File: config.mk
export PLATFORM = sky130hd
export DESIGN_NAME = taa_top
export DESIGN_NICKNAME = d
export VERILOG_FILES = /design/src/taa_pkg.sv /design/src/taa_sync.sv /design/src/taa_top.sv
export VERILOG_INCLUDE_DIRS = /design/src
export SDC_FILE = /design/constraint.sdc
export NUM_CORES = 1
export LEC_CHECK = 0
export BUFFER_PORTS_ARGS = -buffer_cell sky130_fd_sc_hd__buf_4
export CAP_MARGIN = 20
export CORE_UTILIZATION = 43
export DETAILED_ROUTE_END_ITERATION = 7
export GPL_TIMING_DRIVEN = 0
export SYNTH_ARGS = -nofsm -noshare
export SYNTH_HDL_FRONTEND = slang
export SYNTH_SLANG_ARGS = --single-unit
File: constraint.sdc
create_clock -name pclk -period 3.4 [get_ports pclk]
set_input_delay 0.51 -clock pclk [delete_from_list [all_inputs] [get_ports pclk]]
set_output_delay 0.51 -clock pclk [all_outputs]
set_load 0.005 [all_outputs]
File: src/taa_defines.svh
// Register offsets, field positions, reset values and timing figures.
`ifndef TAA_DEFINES_SVH
`define TAA_DEFINES_SVH
`define TAA_OFF_CTRL       8'h00
`define TAA_OFF_TIMEOUT    8'h04
`define TAA_OFF_PROFILE    8'h08
`define TAA_OFF_STATUS     8'h0C
`define TAA_OFF_IRQ_STAT   8'h10
`define TAA_OFF_IRQ_MASK   8'h14
`define TAA_OFF_NAME_LO    8'h18
`define TAA_OFF_NAME_HI    8'h1C
`define TAA_CTRL_ANNOUNCE  0
`define TAA_CTRL_PROGRAM   1
`define TAA_CTRL_LINKING   2
`define TAA_TMO_RISE_BIT   7
`define TAA_EV_START       0
`define TAA_EV_END         1
`define TAA_EV_EXPIRE      2
`define TAA_EV_NAME        3
`define TAA_EV_W           4
`define TAA_TIMEOUT_RST    8'h00
`define TAA_PROFILE_RST    3'h0
`define TAA_NAME_SYNC_MS   400
`define TAA_CLK_KHZ        10000
`define TAA_NAME_SYNC_CYC  (`TAA_NAME_SYNC_MS * `TAA_CLK_KHZ)
`endif

File: src/taa_pkg.sv
// Types shared by the traffic announcement control block.
package taa_pkg;
  typedef enum logic [0:0] {
    TAA_NAME_IDLE,
    TAA_NAME_SYNC
  } taa_name_st_t;
  typedef enum logic [0:0] {
    TAA_SRC_SWITCH,
    TAA_SRC_COMMAND
  } taa_src_t;
endpackage

File: src/taa_sync.sv
// Two-flop synchroniser for pin inputs.
`timescale 1ns/1ps
module taa_sync #(
  parameter int W        = 1,
  parameter logic [W-1:0] RST = '1
) (
  input  wire logic         pclk,
  input  wire logic         presetn,
  input  wire logic [W-1:0] d,
  output logic      [W-1:0] q
);
  logic [W-1:0] meta_q;

  always_ff @(posedge pclk or negedge presetn) begin
    if (!presetn) begin
      meta_q <= RST;
      q      <= RST;
    end else begin
      meta_q <= d;
      q      <= meta_q;
    end
  end
endmodule

File: src/taa_top.sv
// Traffic announcement flag control with APB registers.
// ------------------------------------------------------------------
// Notes on behaviour
// - Announcement held by the switch ignores operator flag writes.
// - Announcement set by operator ignores the switch input.
// - Changing the active profile clears the announcement flag.
// - Timeout zero: switch is level sensitive, low gives flag one.
// - Timeout 1..127: falling edge sets flag, cleared after the minutes.
// - Adding 128 also lets a rising edge clear the flag before expiry.
// - Timeout expiry happens only on real time clock minute ticks.
// - Other network flag ignores timeout; its switch is level only.
// - Program flag zero forces the effective timeout to zero.
// - Device drives program and announcement flags to stay consistent.
// - Eight character name text; an all empty text disables it.
// - Name text update takes up to 400 ms to resynchronise.
// ------------------------------------------------------------------
`timescale 1ns/1ps
`include "taa_defines.svh"
module taa_top
  import taa_pkg::*;
#(
  parameter int unsigned NAME_SYNC_CYC = `TAA_NAME_SYNC_CYC,
  parameter int          PROFILE_W     = 3
) (
  input  wire logic        pclk,
  input  wire logic        presetn,
  input  wire logic        psel,
  input  wire logic        penable,
  input  wire logic        pwrite,
  input  wire logic [7:0]  paddr,
  input  wire logic [31:0] pwdata,
  output logic      [31:0] prdata,
  output logic             pready,
  output logic             pslverr,
  input  wire logic        announce_switch_n,
  input  wire logic        other_net_switch_n,
  input  wire logic        minute_tick,
  output logic             traffic_announce_flag,
  output logic             traffic_program_flag,
  output logic             other_net_announce_flag,
  output logic [63:0]      traffic_name_text,
  output logic             name_enable,
  output logic             name_busy,
  output logic             irq
);

  // ----------------------------------------------------------------
  // Pin synchronisers and edge detection
  // ----------------------------------------------------------------
  logic [1:0] pins_s;
  logic       sw_prev_q;
  logic       sw_fall;
  logic       sw_rise;

  taa_sync #(
    .W   (2),
    .RST (2'b11)
  ) u_sync (
    .pclk    (pclk),
    .presetn (presetn),
    .d       ({other_net_switch_n, announce_switch_n}),
    .q       (pins_s)
  );

  always_ff @(posedge pclk or negedge presetn) begin
    if (!presetn) begin
      sw_prev_q <= 1'b1;
    end else begin
      sw_prev_q <= pins_s[0];
    end
  end

  assign sw_fall = sw_prev_q & ~pins_s[0];
  assign sw_rise = ~sw_prev_q & pins_s[0];

  // ----------------------------------------------------------------
  // APB access decode
  // ----------------------------------------------------------------
  logic        pready_q;
  logic        access;
  logic        wr;
  logic        rd;

  function automatic logic hit(input logic [7:0] a, input logic [7:0] o);
    hit = (a == o);
  endfunction

  function automatic logic mapped(input logic [7:0] a);
    mapped = (a[1:0] == 2'b00) && (a <= `TAA_OFF_NAME_HI);
  endfunction

  assign access = psel & penable & pready_q;
  assign wr     = access & pwrite & mapped(paddr);
  assign rd     = access & ~pwrite;

  // One wait state keeps pready coming straight from a flop.
  always_ff @(posedge pclk or negedge presetn) begin
    if (!presetn) begin
      pready_q <= 1'b0;
    end else begin
      pready_q <= psel & penable & ~pready_q;
    end
  end

  // ----------------------------------------------------------------
  // Configuration registers
  // ----------------------------------------------------------------
  logic                 program_q;
  logic                 linking_q;
  logic [7:0]           timeout_q;
  logic [PROFILE_W-1:0] profile_q;
  logic                 profile_chg;
  logic [7:0]           eff_timeout;
  logic                 edge_mode;

  assign profile_chg = wr && hit(paddr, `TAA_OFF_PROFILE)
                       && (pwdata[PROFILE_W-1:0] != profile_q);
  assign eff_timeout = program_q ? timeout_q : 8'h00;
  assign edge_mode   = (eff_timeout[6:0] != 7'h00);

  always_ff @(posedge pclk or negedge presetn) begin
    if (!presetn) begin
      program_q <= 1'b0;
      linking_q <= 1'b0;
      timeout_q <= `TAA_TIMEOUT_RST;
      profile_q <= `TAA_PROFILE_RST;
    end else if (wr) begin
      if (hit(paddr, `TAA_OFF_CTRL)) begin
        program_q <= pwdata[`TAA_CTRL_PROGRAM];
        linking_q <= pwdata[`TAA_CTRL_LINKING];
      end
      if (hit(paddr, `TAA_OFF_TIMEOUT)) begin
        timeout_q <= pwdata[7:0];
      end
      if (hit(paddr, `TAA_OFF_PROFILE)) begin
        profile_q <= pwdata[PROFILE_W-1:0];
      end
    end
  end

  // ----------------------------------------------------------------
  // Announcement flag sources and minute timeout
  // ----------------------------------------------------------------
  logic       sw_act_q;
  logic       cmd_act_q;
  logic [6:0] min_left_q;
  logic       cmd_wr;
  logic       expire;
  logic       active;

  assign cmd_wr = wr && hit(paddr, `TAA_OFF_CTRL);
  assign active = sw_act_q | cmd_act_q;
  assign expire = edge_mode & sw_act_q & minute_tick
                  & (min_left_q == 7'd1);

  always_ff @(posedge pclk or negedge presetn) begin
    if (!presetn) begin
      cmd_act_q <= 1'b0;
    end else if (profile_chg) begin
      cmd_act_q <= 1'b0;
    end else if (cmd_wr && !sw_act_q) begin
      cmd_act_q <= pwdata[`TAA_CTRL_ANNOUNCE];
    end
  end

  always_ff @(posedge pclk or negedge presetn) begin
    if (!presetn) begin
      sw_act_q <= 1'b0;
    end else if (profile_chg) begin
      sw_act_q <= 1'b0;
    end else if (cmd_act_q) begin
      sw_act_q <= 1'b0;
    end else if (!edge_mode) begin
      sw_act_q <= ~pins_s[0];
    end else if (sw_fall) begin
      sw_act_q <= 1'b1;
    end else if (sw_rise && eff_timeout[`TAA_TMO_RISE_BIT]) begin
      sw_act_q <= 1'b0;
    end else if (expire) begin
      sw_act_q <= 1'b0;
    end
  end

  // The count only moves on minute ticks, so a partial first minute is
  // accepted: expiry lands on a whole minute boundary.
  always_ff @(posedge pclk or negedge presetn) begin
    if (!presetn) begin
      min_left_q <= 7'd0;
    end else if (edge_mode && !cmd_act_q && sw_fall) begin
      min_left_q <= eff_timeout[6:0];
    end else if (minute_tick && sw_act_q && min_left_q != 7'd0) begin
      min_left_q <= min_left_q - 7'd1;
    end
  end

  // ----------------------------------------------------------------
  // Transmitted flags
  // ----------------------------------------------------------------
  logic ann_q;
  logic tp_q;
  logic on_q;
  logic ann_d;
  logic on_d;

  // Other network flag follows its switch level only, untouched by timeout.
  assign on_d  = linking_q & ~pins_s[1];
  // An announcement is only sent with the program flag set.
  assign ann_d = active & program_q;

  always_ff @(posedge pclk or negedge presetn) begin
    if (!presetn) begin
      ann_q <= 1'b0;
      tp_q  <= 1'b0;
      on_q  <= 1'b0;
    end else begin
      ann_q <= ann_d;
      tp_q  <= program_q | on_d;
      on_q  <= on_d;
    end
  end

  assign traffic_announce_flag   = ann_q;
  assign traffic_program_flag    = tp_q;
  assign other_net_announce_flag = on_q;

  // ----------------------------------------------------------------
  // Traffic name text with group order resynchronisation
  // ----------------------------------------------------------------
  logic [63:0]  shadow_q;
  logic [63:0]  text_q;
  logic         name_en_q;
  logic [31:0]  sync_cnt_q;
  taa_name_st_t name_st_q;
  logic         name_done;

  // A commit in the finishing cycle wins, so the text never moves while busy.
  assign name_done = (name_st_q == TAA_NAME_SYNC) && (sync_cnt_q == 32'd0)
                     && !(wr && hit(paddr, `TAA_OFF_NAME_HI));

  always_ff @(posedge pclk or negedge presetn) begin
    if (!presetn) begin
      shadow_q <= 64'h0000_0000_0000_0000;
    end else if (wr && hit(paddr, `TAA_OFF_NAME_LO)) begin
      shadow_q[31:0] <= pwdata;
    end else if (wr && hit(paddr, `TAA_OFF_NAME_HI)) begin
      shadow_q[63:32] <= pwdata;
    end
  end

  // Writing the high word commits the text; a new commit restarts the wait.
  always_ff @(posedge pclk or negedge presetn) begin
    if (!presetn) begin
      name_st_q  <= TAA_NAME_IDLE;
      sync_cnt_q <= 32'd0;
    end else if (wr && hit(paddr, `TAA_OFF_NAME_HI)) begin
      name_st_q  <= TAA_NAME_SYNC;
      sync_cnt_q <= NAME_SYNC_CYC - 1;
    end else begin
      unique case (name_st_q)
        TAA_NAME_IDLE: begin
          sync_cnt_q <= 32'd0;
        end
        TAA_NAME_SYNC: begin
          if (sync_cnt_q == 32'd0) begin
            name_st_q <= TAA_NAME_IDLE;
          end else begin
            sync_cnt_q <= sync_cnt_q - 32'd1;
          end
        end
      endcase
    end
  end

  always_ff @(posedge pclk or negedge presetn) begin
    if (!presetn) begin
      text_q    <= 64'h0000_0000_0000_0000;
      name_en_q <= 1'b0;
    end else if (name_done) begin
      text_q    <= shadow_q;
      name_en_q <= (shadow_q != 64'h0000_0000_0000_0000);
    end
  end

  assign traffic_name_text = text_q;
  assign name_enable       = name_en_q;
  assign name_busy         = (name_st_q == TAA_NAME_SYNC);

  // ----------------------------------------------------------------
  // Interrupt status and mask
  // ----------------------------------------------------------------
  logic [`TAA_EV_W-1:0] ev;
  logic [`TAA_EV_W-1:0] ist_q;
  logic [`TAA_EV_W-1:0] imask_q;
  logic [`TAA_EV_W-1:0] clr;
  logic                 irq_q;
  logic                 ann_prev_q;

  always_ff @(posedge pclk or negedge presetn) begin
    if (!presetn) begin
      ann_prev_q <= 1'b0;
    end else begin
      ann_prev_q <= ann_q;
    end
  end

  always_comb begin
    ev                  = '0;
    ev[`TAA_EV_START]   = ann_q & ~ann_prev_q;
    ev[`TAA_EV_END]     = ~ann_q & ann_prev_q;
    ev[`TAA_EV_EXPIRE]  = expire;
    ev[`TAA_EV_NAME]    = name_done;
  end

  assign clr = (wr && hit(paddr, `TAA_OFF_IRQ_STAT))
               ? pwdata[`TAA_EV_W-1:0] : '0;

  // A new event in the clearing cycle survives the clear.
  always_ff @(posedge pclk or negedge presetn) begin
    if (!presetn) begin
      ist_q <= '0;
    end else begin
      ist_q <= (ist_q & ~clr) | ev;
    end
  end

  always_ff @(posedge pclk or negedge presetn) begin
    if (!presetn) begin
      imask_q <= '0;
      irq_q   <= 1'b0;
    end else begin
      if (wr && hit(paddr, `TAA_OFF_IRQ_MASK)) begin
        imask_q <= pwdata[`TAA_EV_W-1:0];
      end
      irq_q <= |(((ist_q & ~clr) | ev) & imask_q);
    end
  end

  assign irq = irq_q;

  // ----------------------------------------------------------------
  // Read data
  // ----------------------------------------------------------------
  logic [31:0] rdata_q;
  logic        err_q;
  logic [31:0] rd_mux;

  always_comb begin
    rd_mux = 32'h0000_0000;
    unique case (paddr)
      `TAA_OFF_CTRL: begin
        rd_mux[`TAA_CTRL_ANNOUNCE] = cmd_act_q;
        rd_mux[`TAA_CTRL_PROGRAM]  = program_q;
        rd_mux[`TAA_CTRL_LINKING]  = linking_q;
      end
      `TAA_OFF_TIMEOUT:  rd_mux[7:0] = timeout_q;
      `TAA_OFF_PROFILE:  rd_mux[PROFILE_W-1:0] = profile_q;
      `TAA_OFF_STATUS: begin
        rd_mux[0]    = ann_q;
        rd_mux[1]    = sw_act_q;
        rd_mux[2]    = cmd_act_q;
        rd_mux[3]    = on_q;
        rd_mux[4]    = tp_q;
        rd_mux[5]    = name_busy;
        rd_mux[6]    = name_en_q;
        rd_mux[7]    = pins_s[0];
        rd_mux[14:8] = min_left_q;
        rd_mux[23:16] = eff_timeout;
      end
      `TAA_OFF_IRQ_STAT: rd_mux[`TAA_EV_W-1:0] = ist_q;
      `TAA_OFF_IRQ_MASK: rd_mux[`TAA_EV_W-1:0] = imask_q;
      `TAA_OFF_NAME_LO:  rd_mux = shadow_q[31:0];
      `TAA_OFF_NAME_HI:  rd_mux = shadow_q[63:32];
      default:           rd_mux = 32'h0000_0000;
    endcase
  end

  always_ff @(posedge pclk or negedge presetn) begin
    if (!presetn) begin
      rdata_q <= 32'h0000_0000;
      err_q   <= 1'b0;
    end else if (psel && penable && !pready_q) begin
      rdata_q <= pwrite ? 32'h0000_0000 : rd_mux;
      err_q   <= ~mapped(paddr);
    end else begin
      rdata_q <= 32'h0000_0000;
      err_q   <= 1'b0;
    end
  end

  assign prdata  = rdata_q;
  assign pready  = pready_q;
  assign pslverr = err_q;

  logic unused_rd;
  assign unused_rd = rd;

endmodule

# Word-level counts from Yosys, hierarchy flattened
# Cells that the tools add are included.
# op_classes
add_sub_neg	2
n_lt_le_gt_ge	1
eq_ne	11
muxes	28
bitwise_logic	29
reduce_logical	35
# ops
op	count
$mux 32	4
$pmux 32 s2	1
$reduce_bool 64->1	1
$eq 8x5->1 const B	4
$logic_not 32->1	1
$sub 32x1->32 const B	1
$pmux 3 s8	1
$pmux 8 s3	1
$pmux 7 s3	1
$logic_and 1x1->1	18
$eq 8x4->1 const B	2
$pmux 4 s4	1
$pmux 8 s2	1
$and 1x1->1	14
$mux 7	2
$reduce_bool 7->1	2
$mux 1	12
$not 1->1	9
$and 4x4->4	2
$eq 8x3->1 const B	1
$le 8x5->1 const B	1
$logic_not 8->1	1
$mux 8	1
$reduce_and 2->1	4
other kinds (15)	20
# word_totals
regBits	236
in_bits	48
out_inout_bits	104

# Logic depth before layout (Yosys ltp)
# depth
ltp_word	11
ltp_mapped	8
mapped_depth_nobuf	7

# Hierarchy
# A second synthesis with hierarchy kept.
# unflattened
hier_cells	877
hier_area_um2	10194.8
# by_module_without_submodules
module	instances	cells_each	area_per_inst_um2	seq_area_each_um2
taa_top	1	873	10089.7	5806.8
taa_sync	1	4	105.1	105.1

# Least setup slack after synthesis
# OpenSTA, ideal clock, no wires.
# synth_timing
kind	in2reg
startpoint	input port paddr[7]
endpoint	register sync_cnt_q[26]
setup_ps	78
arrival_time_ps	2560
required_time_ps	3322
setup_slack_ps	762
stages	7
path_cell_list	or4_1 > buf_2 > o41ai_4 > nor4_2 > buf_6 > or4_1 > a21oi_1
# synth_via
elab_chain_len	5
elab_cells_between_ends	7
cone_classes	1 x order compare; 2 x eq/ne; 1 x mux; 1 x bitwise; 2 x reduce/logical
# synth_lines
element	line_no	source
from (decl)	taa_top.sv:30	input wire logic [7:0] paddr,
$le 8x5->1 (no source line)	--	
$logic_and 1x1->1	taa_top.sv:89	mapped = (a[1:0] == 2'b00) && (a <= `TAA_OFF_NAME_HI);
$and 1x1->1	taa_top.sv:93	assign wr = access & pwrite & mapped(paddr);
$logic_and 1x1->1 *	taa_top.sv:255	end else if (wr && hit(paddr, `TAA_OFF_NAME_HI)) begin
$ne 3x3->1 (no source line) or $mux 32 (tied branches)	--	
to (signal assigned)	taa_top.sv:257	sync_cnt_q <= NAME_SYNC_CYC - 1;
to (signal assigned)	taa_top.sv:267	sync_cnt_q <= sync_cnt_q - 32'd1;
to (decl)	taa_top.sv:232	logic [31:0] sync_cnt_q;
# Every way passes the cells marked *; elsewhere a longest branch is shown, timed or not.
# A chain may end at the register's enable or synchronous reset.

# Final worst setup path
# layout_timing
startpoint	register sync_cnt_q[22]
endpoint	register text_q[12], in the netlist traffic_name_text[12]
# layout_via
elab_chain_len	3
# layout_lines
element	line_no	source
$logic_not 32->1	taa_top.sv:237	assign name_done = (name_st_q == TAA_NAME_SYNC) && (sync_cnt_q == 32'd0)
$logic_and 1x1->1 (2 in series)	taa_top.sv:237	
to (signal assigned)	taa_top.sv:279	text_q <= shadow_q;
to (decl)	taa_top.sv:230	logic [63:0] text_q;
# No other way between the ends.

==> results.cfg <==
[run_status]
status = complete, no violations

[synth]
synth_top_area_share_pct = 56.8
synth.most_common_cell = dfrtp_1
synth_area_leaders = dfrtp_1, mux2_2, nand2_1, nor2_1, nor4_1
syn_avg_cell_area_sq_um = 11.6
synth-main-ff-cell = dfrtp_1
synth_warnings = 0
syn_inst = 880
synth_cell_types = 55
synth-edff-count = 0
synth_nets = 932
synth_top_area_cell = dfrtp_1
ys_async_sr_fraction_pct = 100
synthTopCellsByCount = dfrtp_1, nand2_1, mux2_2
syn_area_sq_um = 10200
ys_seq_area_share_pct = 58.1
ys_ff_latch = 236

[floorplanning]
rows = 55
start_util_pct = 44.4
die_x_microns = 156
coreArea_sq_um = 22900
dieArea_sq_um = 24300
ios = 152
fp.dieH_microns = 156

[sta]
finalHoldViolations = 0
timing.final.crit_period_ns = 2.95
drv_slew = 0
finClkSkew_ns = 0.00958
hold_slack_ns = 0.0954
layout_setup_ws_ns = 0.453
max_freq_ghz = 0.339
worstMarginPinSlew_ns = 0.991
finalSetupViolations = 0
rsz0062_at_grt = false
max_slew_margin_pct = 33.1
period_share_pct = 86.7

[grt]
grt_remaining_overflow = 0
antenna_found_initial = 0
grt.met2_usage_pct = 36.4
grt_max_degree = 109
grt_use_met1_pct = 34.0
top_usage_layer = met2
grt_pass1_wl_microns = 43900
grt_use_total_pct = 23.5
met3_usage_pct = 3.50
grt_pass1_vias = 7696

[placed_design]
dpl_cell_area_sq_um = 11700
hpwl_microns = 19900
io_buffers = 145
pre_cts_ws_ns = -0.0361
gp_congestion = 0.861

[cells_and_area]
fin_util_pct = 54.9
fin_nets = 1111
syn_to_final_growth_pct = 23.6
fillCellCount = 2027
drive_gt1_share_pct = 30.9
fin_area_sq_um = 12600
diodes = 0

[clock_tree]
cts_made_buffers = 25
root_buffer = clkbuf_16
clk_pin_slew_ns = 0.06
htreeDepth = 1
cts_tree = built
clockBufferDepth = 3
clk_latency_ns = 0.52
clkSinkCount = 236

[power]
power_density_nw_per_um2 = 466
ir_drop_mv = 0.295
totalPowerFinal_mw = 5.86
p_leak_nw = 6.33

[worst_setup_path]
start_kind = flip-flop
crit_start = sync_cnt_q[22]
rrSetupSlack_ns = 0.45
path_max_fanout = 10
crit_path_end = traffic_name_text[12]
crit_path_end_kind = flip-flop
crit_type = flip-flop to flip-flop
worstPathArrival_ns = 3.35
ff2ff_path_depth = 6
r2r-start = sync_cnt_q[22]
cp.required_ns = 3.80
regToRegEndpoint = traffic_name_text[12]

[routing]
vias_per_cell = 5.47
detail-route-antenna-nets = 0
dr.pass1.iters = 5
num_vias = 7599
drc_errors = 0
drt_iter0_markers = 547
wl_per_cell_microns = 19.8
routed_wl_microns = 27600

[run]
drv_cap = 0

[worst_hold_path]
hp-class = input pin to flip-flop
## critical path, stage by stage, from the launching register on
cell     delay [ns]
dfrtp_1        0.42
nor4_1         0.61
nand4_1        0.59
nor3_4         0.26
buf_4          0.22
buf_2          0.34
mux2_2         0.38
## state kept, by name, summed over array words and instances (netlist names), 2 cells and up
| name | flops |
|---|---|
| ist_q | 4 |
| profile_q | 3 |
| timeout_q | 8 |
| u_sync.q | 2 |
| prdata | 32 |
| imask_q | 4 |
| shadow_q | 64 |
| min_left_q | 7 |
| traffic_name_text | 64 |
| sync_cnt_q | 32 |
| u_sync.meta_q | 2 |
## area by class of cell
type / instances / area [sq um] / share of cell area, %
buffer: 44 / 183 / 1.45
clock buffer: 38 / 754 / 6.00
inverter: 12 / 45.0 / 0.358
tap: 313 / 392 / 3.11
clock inverter: 6 / 62.6 / 0.497
timing repair buffer: 152 / 1190 / 9.45
multi-input combinational: 588 / 4040 / 32.1
sequential: 236 / 5910 / 47.0
## cell families (layout without fill, tap and decap cells)
| group | after synthesis | in the layout | synth area share, % |
|---|---|---|---|
| simple gates | 313 | 313 | 14.8 |
| flops | 236 | 236 | 58.1 |
| mux | 126 | 126 | 14.0 |
| compound gates | 122 | 122 | 8.41 |
| buf+inv | 56 | 252 | 2.24 |
| xor+xnor | 23 | 23 | 1.98 |
| fa+ha+maj | 4 | 4 | 0.492 |
## where the power goes
group | internal [mW] | leakage (nW) | total [mW] | switching, mW
registers | 2.85 | 3.25 | 2.91 | 0.0597
clock network | 1.60 | 0.406 | 2.69 | 1.09
logic | 0.104 | 2.67 | 0.259 | 0.154
total | 4.56 | 6.33 | 5.86 | 1.30
## per-stage QoR
stage	TNS, ns	std cells
2_1_floorplan	0	880
3_3_place_gp	-19.75	1338
3_5_place_dp	-0.551	1341
4_1_cts	0	1386
5_1_grt	0	1389
6_report	0	1389
## how the worst min path moves through the flow
stage	cells after the start	endpoint	start
after floorplan	0	ann_prev_q	presetn
after global placement	0	u_sync.q[1]	u_sync.meta_q[1]
after detailed placement	0	u_sync.q[1]	u_sync.meta_q[1]
after CTS	1	u_sync.meta_q[0]	announce_switch_n
after global routing	1	u_sync.meta_q[1]	other_net_switch_n
final	1	u_sync.meta_q[0]	announce_switch_n
## metal layers
| metal | share of wire, % | wire length [microns] |
|---|---|---|
| met1 | 46 | 12700 |
| met2 | 46 | 12600 |
| met3 | 5.8 | 1590 |
| met4 | 2.5 | 686 |
| met5 | 0 | 0 |
## cells in the final DEF, fill, tap and decap left out, types with 4 or more instances in the layout
cell type	netlist	final
nor4_1	31	31
buf_1	5	5
ha_1	4	4
o31ai_1	6	6
xor2_1	11	11
nor3_1	15	15
a22oi_1	19	19
a21oi_1	26	26
clkbuf_1	30	35
dfstp_2	5	5
nand3_1	12	12
nand2_1	132	132
nor2_1	61	61
or3_1	7	7
a31oi_1	6	6
buf_4	0	147
nor2b_1	5	5
a222oi_1	15	15
xnor2_1	12	12
or2_2	6	6
mux2_2	117	117
nand4_1	12	12
mux2i_1	8	8
and4_1	4	4
or4_1	13	13
o21ai_0	26	26
inv_1	12	12
clkbuf_8	0	8
dfrtp_1	231	231
clkbuf_16	0	25
buf_2	8	9
## timing repair
action / in CTS / in global routing
hold buffers: 1 / 0
buffers inserted: 0 / 3
resized for setup: 1 / 0
endpoints found under the hold margin: 56 / 0
endpoints found under the setup margin: 57 / 58
pin swaps: 0 / 1
No activity file was read; power rests on OpenSTA's default activity.
